[config.mk]
export PLATFORM = sky130hd
export DESIGN_NAME = ecfg_top
export DESIGN_NICKNAME = d
export VERILOG_FILES = /design/src/verilog/ecfg_pkg.sv /design/src/verilog/ecfg_addr_dec.sv /design/src/verilog/ecfg_eeprom_rd.sv /design/src/verilog/ecfg_top.sv
export SDC_FILE = /design/constraint.sdc
export NUM_CORES = 1
export LEC_CHECK = 0
export BUFFER_PORTS_ARGS = -buffer_cell sky130_fd_sc_hd__buf_2
export CORE_MARGIN = 8
export CORE_UTILIZATION = 57
export DETAILED_ROUTE_END_ITERATION = 12
export PLACE_DENSITY = 0.95
export SETUP_SLACK_MARGIN = 0.5
export SLEW_MARGIN = 20
export SYNTH_ARGS = -nofsm -noshare
export SYNTH_HDL_FRONTEND = slang
export SYNTH_SLANG_ARGS = --single-unit
[constraint.sdc]
create_clock -name clk -period 7.95 [get_ports clk]
set_input_delay 0.795 -clock clk [delete_from_list [all_inputs] [get_ports clk]]
set_output_delay 0.795 -clock clk [all_outputs]
set_load 0.05 [all_outputs]
[src/verilog/ecfg_pkg.sv]
package ecfg_pkg;
  // clock and serial memory timing
  localparam int CLK_NS = 50;
  localparam int SK_HALF_NS = 500;
  localparam int SK_HALF_CYC = (SK_HALF_NS + CLK_NS - 1) / CLK_NS;
  localparam int CS_GAP_NS = 250;
  localparam int CS_GAP_CYC = (CS_GAP_NS + CLK_NS - 1) / CLK_NS;
  // serial memory organisation
  localparam int EE_WORD_W = 16;
  localparam int EE_ADDR_W = 6;
  localparam int EE_OP_W = 3;
  localparam logic [EE_OP_W-1:0] EE_OP_READ = 3'h6;
  localparam logic [EE_ADDR_W-1:0] EE_LAST_WORD = 6'h3f;
  // control/address word layout
  localparam int PAR_BIT = 15;
  localparam int LAST_BIT = 14;
  localparam int TGT_HI = 7;
  // target codes
  localparam logic [7:0] TGT_VENDOR = 8'h00;
  localparam logic [7:0] TGT_DEVICE = 8'h01;
  localparam logic [7:0] TGT_CLASS_LO = 8'h02;
  localparam logic [7:0] TGT_CLASS_HI = 8'h03;
  localparam logic [7:0] TGT_SUB_VENDOR = 8'h04;
  localparam logic [7:0] TGT_SUB_ID = 8'h05;
  // built-in field defaults
  localparam logic [15:0] CLASS_LO_DEF = 16'h0200;
  localparam logic [15:0] CLASS_HI_DEF = 16'h0700;
  localparam logic [15:0] SUBSYS_DEF = 16'h0000;
  // memory window layout
  localparam int WIN_BITS = 13;
  localparam int BLK_BITS = 10;
  localparam int CH_BITS = WIN_BITS - BLK_BITS;
  localparam int NUM_CH = 8;
  localparam logic [9:0] OFS_CHREG_LO = 10'h000;
  localparam logic [9:0] OFS_CHREG_HI = 10'h00f;
  localparam logic [9:0] OFS_DEV_LO = 10'h080;
  localparam logic [9:0] OFS_DEV_HI = 10'h09a;
  localparam logic [9:0] OFS_FIFO_LO = 10'h100;
  localparam logic [9:0] OFS_FIFO_HI = 10'h1ff;
  localparam logic [9:0] OFS_RXST_LO = 10'h200;
  localparam logic [9:0] OFS_RXST_HI = 10'h3ff;
  // shared device configuration registers, low byte of block offset
  localparam logic [7:0] DEV_8X = 8'h88;
  localparam logic [7:0] DEV_4X = 8'h89;
  localparam logic [7:0] DEV_RST = 8'h8a;
  localparam logic [7:0] DEV_SLEEP = 8'h8b;
  localparam logic [7:0] DEV_STAT = 8'h8e;
  localparam int STAT_PARITY_BIT = 3;
  typedef enum logic [2:0] {
    ECFG_RGN_NONE,
    ECFG_RGN_CHAN,
    ECFG_RGN_DEV,
    ECFG_RGN_FIFO,
    ECFG_RGN_RXST
  } ecfg_region_t;
endpackage

[src/verilog/ecfg_addr_dec.sv]
`timescale 1ns/100ps
module ecfg_addr_dec (
  input wire logic [31:0] addr, // bus byte address
  input wire logic [31:0] bar, // memory base address register
  output logic hit, // address falls in the window
  output logic [ecfg_pkg::CH_BITS-1:0] ch, // channel of the block
  output logic [ecfg_pkg::BLK_BITS-1:0] ofs, // offset in the block
  output ecfg_pkg::ecfg_region_t region // kind of target
);
  import ecfg_pkg::*;

  assign hit = (addr[31:WIN_BITS] == bar[31:WIN_BITS]);
  assign ch = addr[WIN_BITS-1:BLK_BITS];
  assign ofs = addr[BLK_BITS-1:0];

  always_comb
  begin
    region = ECFG_RGN_NONE;
    if (!hit)
      region = ECFG_RGN_NONE;
    else if (ofs <= OFS_CHREG_HI)
      region = ECFG_RGN_CHAN;
    else if (ofs >= OFS_DEV_LO && ofs <= OFS_DEV_HI)
      region = ECFG_RGN_DEV;
    else if (ofs >= OFS_FIFO_LO && ofs <= OFS_FIFO_HI)
      region = ECFG_RGN_FIFO;
    else if (ofs >= OFS_RXST_LO)
      region = ECFG_RGN_RXST;
  end
endmodule

[src/verilog/ecfg_eeprom_rd.sv]
`timescale 1ns/100ps
module ecfg_eeprom_rd #(
  parameter int HALF_CYC = ecfg_pkg::SK_HALF_CYC,
  parameter int GAP_CYC = ecfg_pkg::CS_GAP_CYC
) (
  input wire logic clk, // core clock
  input wire logic nrst, // async reset, active low
  input wire logic start, // pulse: read one word
  input wire logic [ecfg_pkg::EE_ADDR_W-1:0] addr, // word address
  output logic done, // pulse: word valid
  output logic [ecfg_pkg::EE_WORD_W-1:0] word, // word read
  output logic ee_cs, // memory chip select
  output logic ee_sk, // memory serial clock
  output logic ee_di, // serial data to memory
  input wire logic ee_do // serial data from memory
);
  import ecfg_pkg::*;
  localparam int CMD_W = EE_OP_W + EE_ADDR_W;
  localparam int BITS = CMD_W + EE_WORD_W;
  localparam int CNT_W = $clog2(HALF_CYC + GAP_CYC + 1);
  localparam int BIT_W = $clog2(BITS);

  typedef enum {ECFG_R_IDLE, ECFG_R_SHIFT, ECFG_R_GAP} ecfg_rd_state_t;
  ecfg_rd_state_t state, next_state;
  logic [CNT_W-1:0] cnt, next_cnt;
  logic [BIT_W-1:0] bitn, next_bitn;
  logic [CMD_W-1:0] cmd, next_cmd;
  logic [EE_WORD_W-1:0] next_word;
  logic phase, next_phase;
  logic pend, next_pend;
  logic next_done;
  logic do_m, do_s;
  logic tick;

  // two-stage synchroniser on the memory data pin
  always_ff @(posedge clk or negedge nrst)
  begin
    if (!nrst)
    begin
      do_m <= 1'b0;
      do_s <= 1'b0;
    end
    else
    begin
      do_m <= ee_do;
      do_s <= do_m;
    end
  end

  assign tick = (cnt == CNT_W'(HALF_CYC - 1));

  always_comb
  begin
    next_state = state;
    next_cnt = cnt + 1'b1;
    next_bitn = bitn;
    next_cmd = cmd;
    next_word = word;
    next_phase = phase;
    next_pend = pend;
    next_done = 1'b0;
    unique case (state)
      ECFG_R_IDLE:
      begin
        next_cnt = '0;
        if (start)
          next_cmd = {EE_OP_READ, addr};
        if (start || pend)
        begin
          next_state = ECFG_R_SHIFT;
          next_bitn = '0;
          next_phase = 1'b0;
          next_pend = 1'b0;
        end
      end
      ECFG_R_SHIFT:
      begin
        if (tick)
        begin
          next_cnt = '0;
          next_phase = ~phase;
          // sample data late in the high half, after its rising edge
          if (phase)
          begin
            if (bitn >= BIT_W'(CMD_W))
              next_word = {word[EE_WORD_W-2:0], do_s};
            if (bitn == BIT_W'(BITS - 1))
            begin
              next_state = ECFG_R_GAP;
              next_done = 1'b1;
            end
            else
              next_bitn = bitn + 1'b1;
          end
        end
      end
      ECFG_R_GAP:
      begin
        // a request during the gap is held until the gap ends
        if (start)
        begin
          next_cmd = {EE_OP_READ, addr};
          next_pend = 1'b1;
        end
        // keep select low long enough between words
        if (cnt == CNT_W'(GAP_CYC - 1))
          next_state = ECFG_R_IDLE;
      end
    endcase
  end

  always_ff @(posedge clk or negedge nrst)
  begin
    if (!nrst)
    begin
      state <= ECFG_R_IDLE;
      cnt <= '0;
      bitn <= '0;
      cmd <= '0;
      word <= '0;
      phase <= 1'b0;
      pend <= 1'b0;
      done <= 1'b0;
    end
    else
    begin
      state <= next_state;
      cnt <= next_cnt;
      bitn <= next_bitn;
      cmd <= next_cmd;
      word <= next_word;
      phase <= next_phase;
      pend <= next_pend;
      done <= next_done;
    end
  end

  // pins follow the shifter registers
  assign ee_cs = (state == ECFG_R_SHIFT);
  assign ee_sk = (state == ECFG_R_SHIFT) & phase;
  assign ee_di = (state == ECFG_R_SHIFT) && (bitn < BIT_W'(CMD_W)) &&
                 cmd[CMD_W - 1 - int'(bitn)];
endmodule

[src/verilog/ecfg_top.sv]
// Notes on behaviour
// - memory read as single 16-bit words
// - words come in control word, value pairs
// - bit 15 holds odd parity of pair
// - parity failure sets status bit 3
// - bit 14 marks the final pair
// - codes 0 to 5 select identity fields
// - unnamed fields keep built-in defaults
// - pairs accepted in any order
// - load once before fields are shown
// - 8K window relative to base register
// - 1024-byte block per channel
// - offsets 0 to f reach channel registers
// - shared registers mirrored in every block
// - channel writes only its own bits
// - 0x100 range pops rx, pushes tx
// - 0x200 range reads data with status
// - channels repeat channel 0 layout
`timescale 1ns/100ps
module ecfg_top #(
  parameter logic [15:0] VENDOR_DEF = 16'h1234, // arbitrary value
  parameter logic [15:0] DEVICE_DEF = 16'h0001, // arbitrary value
  parameter int HALF_CYC = ecfg_pkg::SK_HALF_CYC
) (
  input wire logic clk, // core clock
  input wire logic nrst, // async reset, active low
  output logic ee_cs, // memory chip select
  output logic ee_sk, // memory serial clock
  output logic ee_di, // serial data to memory
  input wire logic ee_do, // serial data from memory
  input wire logic [31:0] bar_base, // memory base address register
  input wire logic [31:0] bus_addr, // bus byte address
  input wire logic [7:0] bus_wdata, // bus write data
  input wire logic bus_wr, // write strobe
  input wire logic bus_rd, // read strobe
  output logic [15:0] bus_rdata, // read data, cycle after strobe
  output logic cfg_ready, // identity fields loaded
  output logic [15:0] vendor_id, // vendor identifier
  output logic [15:0] device_id, // device identifier
  output logic [23:0] class_code, // class code
  output logic [15:0] subsys_vendor_id, // subsystem vendor identifier
  output logic [15:0] subsys_id, // subsystem identifier
  output logic [7:0] eight_x_sampling_select, // per channel 8x sampling
  output logic [7:0] four_x_sampling_select, // per channel 4x sampling
  output logic [7:0] sleep_enable, // per channel sleep
  output logic [7:0] chan_reset, // per channel reset pulse
  output logic [ecfg_pkg::CH_BITS-1:0] uart_ch, // channel addressed
  output logic [3:0] uart_reg, // channel register index
  output logic [7:0] uart_wdata, // channel write data
  output logic uart_wr, // channel register write
  output logic uart_rd, // channel register read
  input wire logic [7:0] uart_rdata, // channel register read data
  output logic rx_pop, // pop receive fifo
  input wire logic [7:0] rx_data, // receive fifo head byte
  input wire logic [7:0] line_status, // status of head byte
  output logic tx_push, // push transmit fifo
  output logic [7:0] tx_data // transmit byte
);
  import ecfg_pkg::*;

  typedef enum {
    ECFG_L_REQ_A,
    ECFG_L_WAIT_A,
    ECFG_L_REQ_D,
    ECFG_L_WAIT_D,
    ECFG_L_APPLY,
    ECFG_L_DONE
  } ecfg_ld_state_t;

  ecfg_ld_state_t ld_state, next_ld_state;
  logic [EE_ADDR_W-1:0] ptr, next_ptr;
  logic [15:0] ctl_word, next_ctl_word;
  logic [15:0] val_word, next_val_word;
  logic [15:0] next_vendor_id, next_device_id;
  logic [23:0] next_class_code;
  logic [15:0] next_subsys_vendor_id, next_subsys_id;
  logic next_cfg_ready;
  logic rd_start, rd_done;
  logic [15:0] rd_word;
  logic par_fail;
  logic pair_ok;

  // serial word reader
  ecfg_eeprom_rd #(
    .HALF_CYC(HALF_CYC),
    .GAP_CYC(CS_GAP_CYC)
  ) u_rd (
    .clk(clk),
    .nrst(nrst),
    .start(rd_start),
    .addr(ptr),
    .done(rd_done),
    .word(rd_word),
    .ee_cs(ee_cs),
    .ee_sk(ee_sk),
    .ee_di(ee_di),
    .ee_do(ee_do)
  );

  assign pair_ok = ^{ctl_word, val_word};

  // loader sequencing and field updates
  always_comb
  begin
    next_ld_state = ld_state;
    next_ptr = ptr;
    next_ctl_word = ctl_word;
    next_val_word = val_word;
    next_vendor_id = vendor_id;
    next_device_id = device_id;
    next_class_code = class_code;
    next_subsys_vendor_id = subsys_vendor_id;
    next_subsys_id = subsys_id;
    next_cfg_ready = cfg_ready;
    rd_start = 1'b0;
    par_fail = 1'b0;
    unique case (ld_state)
      ECFG_L_REQ_A:
      begin
        rd_start = 1'b1;
        next_ld_state = ECFG_L_WAIT_A;
      end
      ECFG_L_WAIT_A:
      begin
        if (rd_done)
        begin
          next_ctl_word = rd_word;
          next_ptr = ptr + 1'b1;
          next_ld_state = ECFG_L_REQ_D;
        end
      end
      ECFG_L_REQ_D:
      begin
        rd_start = 1'b1;
        next_ld_state = ECFG_L_WAIT_D;
      end
      ECFG_L_WAIT_D:
      begin
        if (rd_done)
        begin
          next_val_word = rd_word;
          next_ld_state = ECFG_L_APPLY;
        end
      end
      ECFG_L_APPLY:
      begin
        if (!pair_ok)
          par_fail = 1'b1;
        else
        begin
          unique case (ctl_word[TGT_HI:0])
            TGT_VENDOR: next_vendor_id = val_word;
            TGT_DEVICE: next_device_id = val_word;
            TGT_CLASS_LO: next_class_code[7:0] = val_word[15:8];
            TGT_CLASS_HI: next_class_code[23:8] = val_word;
            TGT_SUB_VENDOR: next_subsys_vendor_id = val_word;
            TGT_SUB_ID: next_subsys_id = val_word;
            default: next_vendor_id = vendor_id;
          endcase
        end
        if (ctl_word[LAST_BIT] || ptr == EE_LAST_WORD)
        begin
          next_ld_state = ECFG_L_DONE;
          next_cfg_ready = 1'b1;
        end
        else
        begin
          next_ptr = ptr + 1'b1;
          next_ld_state = ECFG_L_REQ_A;
        end
      end
      ECFG_L_DONE:
        next_ld_state = ECFG_L_DONE;
    endcase
  end

  // loader registers; built-in defaults at reset
  always_ff @(posedge clk or negedge nrst)
  begin
    if (!nrst)
    begin
      ld_state <= ECFG_L_REQ_A;
      ptr <= '0;
      ctl_word <= '0;
      val_word <= '0;
      vendor_id <= VENDOR_DEF;
      device_id <= DEVICE_DEF;
      class_code <= {CLASS_HI_DEF, CLASS_LO_DEF[15:8]};
      subsys_vendor_id <= SUBSYS_DEF;
      subsys_id <= SUBSYS_DEF;
      cfg_ready <= 1'b0;
    end
    else
    begin
      ld_state <= next_ld_state;
      ptr <= next_ptr;
      ctl_word <= next_ctl_word;
      val_word <= next_val_word;
      vendor_id <= next_vendor_id;
      device_id <= next_device_id;
      class_code <= next_class_code;
      subsys_vendor_id <= next_subsys_vendor_id;
      subsys_id <= next_subsys_id;
      cfg_ready <= next_cfg_ready;
    end
  end

  // window decode
  logic win_hit;
  logic [CH_BITS-1:0] dec_ch;
  logic [BLK_BITS-1:0] dec_ofs;
  ecfg_region_t dec_rgn;
  logic [7:0] ch_mask;
  logic [7:0] dev_ofs;

  ecfg_addr_dec u_dec (
    .addr(bus_addr),
    .bar(bar_base),
    .hit(win_hit),
    .ch(dec_ch),
    .ofs(dec_ofs),
    .region(dec_rgn)
  );

  assign ch_mask = 8'h01 << dec_ch;
  assign dev_ofs = dec_ofs[7:0];

  assign uart_ch = dec_ch;
  assign uart_reg = dec_ofs[3:0];
  assign uart_wdata = bus_wdata;
  assign uart_wr = bus_wr && (dec_rgn == ECFG_RGN_CHAN);
  assign uart_rd = bus_rd && (dec_rgn == ECFG_RGN_CHAN);
  assign rx_pop = bus_rd && (dec_rgn == ECFG_RGN_FIFO ||
                             dec_rgn == ECFG_RGN_RXST);
  assign tx_push = bus_wr && (dec_rgn == ECFG_RGN_FIFO);
  assign tx_data = bus_wdata;

  // shared device configuration registers
  logic dev_wr, dev_rd;
  logic status_par, next_status_par;
  logic [7:0] next_eight_x, next_four_x, next_sleep, next_chan_reset;
  logic [15:0] rd_value, next_rdata;

  assign dev_wr = bus_wr && (dec_rgn == ECFG_RGN_DEV);
  assign dev_rd = bus_rd && (dec_rgn == ECFG_RGN_DEV);

  always_comb
  begin
    next_eight_x = eight_x_sampling_select;
    next_four_x = four_x_sampling_select;
    next_sleep = sleep_enable;
    next_chan_reset = 8'h00;
    next_status_par = status_par;
    if (dev_wr)
    begin
      unique case (dev_ofs)
        DEV_8X:
          next_eight_x = (eight_x_sampling_select & ~ch_mask) |
                         (bus_wdata & ch_mask);
        DEV_4X:
          next_four_x = (four_x_sampling_select & ~ch_mask) |
                        (bus_wdata & ch_mask);
        DEV_SLEEP:
          next_sleep = (sleep_enable & ~ch_mask) | (bus_wdata & ch_mask);
        DEV_RST:
          next_chan_reset = bus_wdata & ch_mask;
        default: next_chan_reset = 8'h00;
      endcase
    end
    // status clears on read; a new failure wins
    if (dev_rd && dev_ofs == DEV_STAT)
      next_status_par = 1'b0;
    if (par_fail)
      next_status_par = 1'b1;
  end

  // read data selection
  always_comb
  begin
    rd_value = 16'h0000;
    unique case (dec_rgn)
      ECFG_RGN_CHAN: rd_value = {8'h00, uart_rdata};
      ECFG_RGN_FIFO: rd_value = {8'h00, rx_data};
      ECFG_RGN_RXST: rd_value = {line_status, rx_data};
      ECFG_RGN_DEV:
      begin
        unique case (dev_ofs)
          DEV_8X: rd_value = {8'h00, eight_x_sampling_select};
          DEV_4X: rd_value = {8'h00, four_x_sampling_select};
          DEV_SLEEP: rd_value = {8'h00, sleep_enable};
          DEV_STAT: rd_value = 16'(status_par) << STAT_PARITY_BIT;
          default: rd_value = 16'h0000;
        endcase
      end
      ECFG_RGN_NONE: rd_value = 16'h0000;
    endcase
    next_rdata = bus_rd ? rd_value : 16'h0000;
  end

  always_ff @(posedge clk or negedge nrst)
  begin
    if (!nrst)
    begin
      eight_x_sampling_select <= 8'h00;
      four_x_sampling_select <= 8'h00;
      sleep_enable <= 8'h00;
      chan_reset <= 8'h00;
      status_par <= 1'b0;
      bus_rdata <= 16'h0000;
    end
    else
    begin
      eight_x_sampling_select <= next_eight_x;
      four_x_sampling_select <= next_four_x;
      sleep_enable <= next_sleep;
      chan_reset <= next_chan_reset;
      status_par <= next_status_par;
      bus_rdata <= next_rdata;
    end
  end
endmodule
==> metrics.txt <==
status finished, final reports clean; CP required 7.15 ns; vias in the first global route 7596; wire length per cell 21.7 um; switching share of power 22.5%; Crit Path Max Fanout 10; PwrDens 187 nW/um^2; Final Setup Violations 0; IO Count 268; WS Path Type in2out; Critical Path Source bus_addr[9]; async set-reset flop share out of synthesis 100%; fin crit share 50.6%; Seq/Total Area, Yosys 54.8%; Hold WC Path Type in2async; Clock Path Buffers 3; commonest cells after routing, fill and taps aside 253 x buf_2, 208 x dfrtp_1, 153 x mux2_2; post-layout min period between 4 and 5 ns; Worst VDD drop 0.154 mV; Area Growth Syn to Fin 20.7%; max_cap viols 0; via count 7111; Setup Skew 0.0212 ns; Hold Vio Cnt, Final 0; first-pass GRT wire length 42.2 mm; Switch Pwr 0.507 mW; die area 22000 sq um; Post-synth EDFFs 0; area leader, netlist dfrtp_1; TritonCTS clock tree yes; chip height roughly 150 um; Fin Setup TNS 0 ns; Yosys reg bits 218; Diodes inserted 0; setup repair after global routing missed its margin no; routed vias/inst 5.74; Leak 6.42 nW; TritonCTS Buffers 23; synth unique cells 58; Remaining DRCs 0; # hold bufs at CTS 0; worst reg2reg startpoint ctl_word[0]; fmax 0.248 GHz; GRT Overall Usage about a quarter; Final GP Congestion 0.878; core area 17200 sq um; Clk pwr share 45.8%; Detail Route Antenna Nets 0; row cnt 48; grt ovf 0; Power Internal 1.75 mW; post-synthesis cell count 763; Rel. slew slack 29.6%; pin count of the biggest net entering global routing 94; share of layout cells above drive strength 1 47.5%; drt pass-1 iters 5; Synth top area share 52.2%; CP startpoint kind input pin; Data arrival, critical path 3.23 ns; Port Buffers 254; worst skew pair latency 0.51 ns; die width 148 um; prevailing post-synth register cell dfrtp_1; worst slew pin tran 1.05 ns; clk slew on worst S/H paths 0.06 ns; postcts setup bufs 0; Clock Tree Root clkbuf_16; H-tree lvl count 1; main area contributors after synthesis dfrtp_1 52%, mux2_2 17%, dfstp_2 2.6%; Ys Warns 0; Reg power frac 49.3%; Syn Area/Cell between 10 and 15 sq um; CTS Sinks 218; drt total wl 26.8 mm; DPL Wire Length 18.5 mm; Worst R2R Path Depth 8; Initial Util 58.1%; commonest non-fill, non-tap cell in the layout buf_2; number of DRC markers in iteration 0 350; post-CTS resize count 0; fin. max-slew vios 0; synthesized cell area ~10000 sq um; syn_nets 882; initial antenna violation count 0; Final #Nets 1116; Combinational Power Share 4.9%; hold slack 0.340 ns; Crit. End Element output pin
kinds of logic after synthesis:
group / share of synthesized area [%]
simple gates: 10.2
mux: 19.6
fa+ha+maj: 2.26
flops: 54.8
compound gates: 4.36
xor+xnor: 5.02
buf+inv: 3.74
synth_stat cells (all sizes together), types with 3 or more instances:
cell	count
buf	31
nor4b	10
nand3b	5
dfrtp	208
nor2	21
and2	4
nand2b	4
inv	18
a22oi	7
clkbuf	21
a21o	3
nand4	3
and3	9
nor3	24
xnor2	28
o21ai	22
mux2	167
o211a	7
nor4	12
nand3	11
dfstp	10
xor2	24
mux2i	5
ha	18
a21oi	15
nand2	42
or2	5
path summary, 6_finish.rpt:
kind / to / slack (ns)
worst max register to register: device_id[13] / 4.79
min in group clk: u_rd.do_s / 0.35
worst max-delay path: uart_rd / 3.92
worst min register to register: u_rd.do_s / 0.35
max in group asynchronous: async pin / 6.24
worst min-delay path: class_code[10] / 0.34
power by group through the flow:
stage | Clock [mW] | Combinational (mW) | Sequential, mW
2_1_floorplan | 0 | 0.0555 | 1.13
3_3_place_gp | 0 | 0.108 | 1.13
3_5_place_dp | 0 | 0.109 | 1.13
4_1_cts | 1.05 | 0.110 | 1.11
5_1_grt | 1.10 | 0.119 | 1.11
6_report | 1.03 | 0.110 | 1.11
cell type report:
| class | count | area [sq um] |
|---|---|---|
| clock buffer | 35 | 661 |
| clock inverter | 6 | 63.8 |
| fill | 1091 | 5140 |
| inverter | 18 | 67.6 |
| multi-input combinational | 475 | 4160 |
| sequential | 218 | 5470 |
| tap | 225 | 282 |
| timing repair buffer | 261 | 1330 |
metal layers:
layer | track usage, % | share of wire, % | up-vias
li1 | - | - | 3139
met1 | 29.2 | 39 | 3600
met2 | 41.3 | 50 | 315
met3 | 6.08 | 8.1 | 57
met4 | 7.50 | 2.6 | 0
met5 | 0 | 0 | -
metrics by stage:
stage / std cells / worst slack (ns) / utilization [%] / power (mW) / cell area [sq um]
floorplan: 763 / 4.27 / - / 1.19 / 9980
global placement: 1197 / 4.11 / 65.9 / 1.24 / 11300
detailed placement: 1197 / 4.06 / 65.9 / 1.24 / 11300
CTS: 1238 / 4.05 / 70.1 / 2.27 / 12000
global route: 1238 / 3.84 / 70.1 / 2.33 / 12000
finish: 1238 / 3.92 / 70.1 / 2.25 / 12000
worst max-delay path, stage by stage:
cell,delay [ns]
buf_2,0.15
or2_1,0.38
or4_1,0.56
nor2_1,0.48
nand2_1,0.39
nor2_1,0.19
buf_2,0.28
Power figures use the tool's default switching activity.
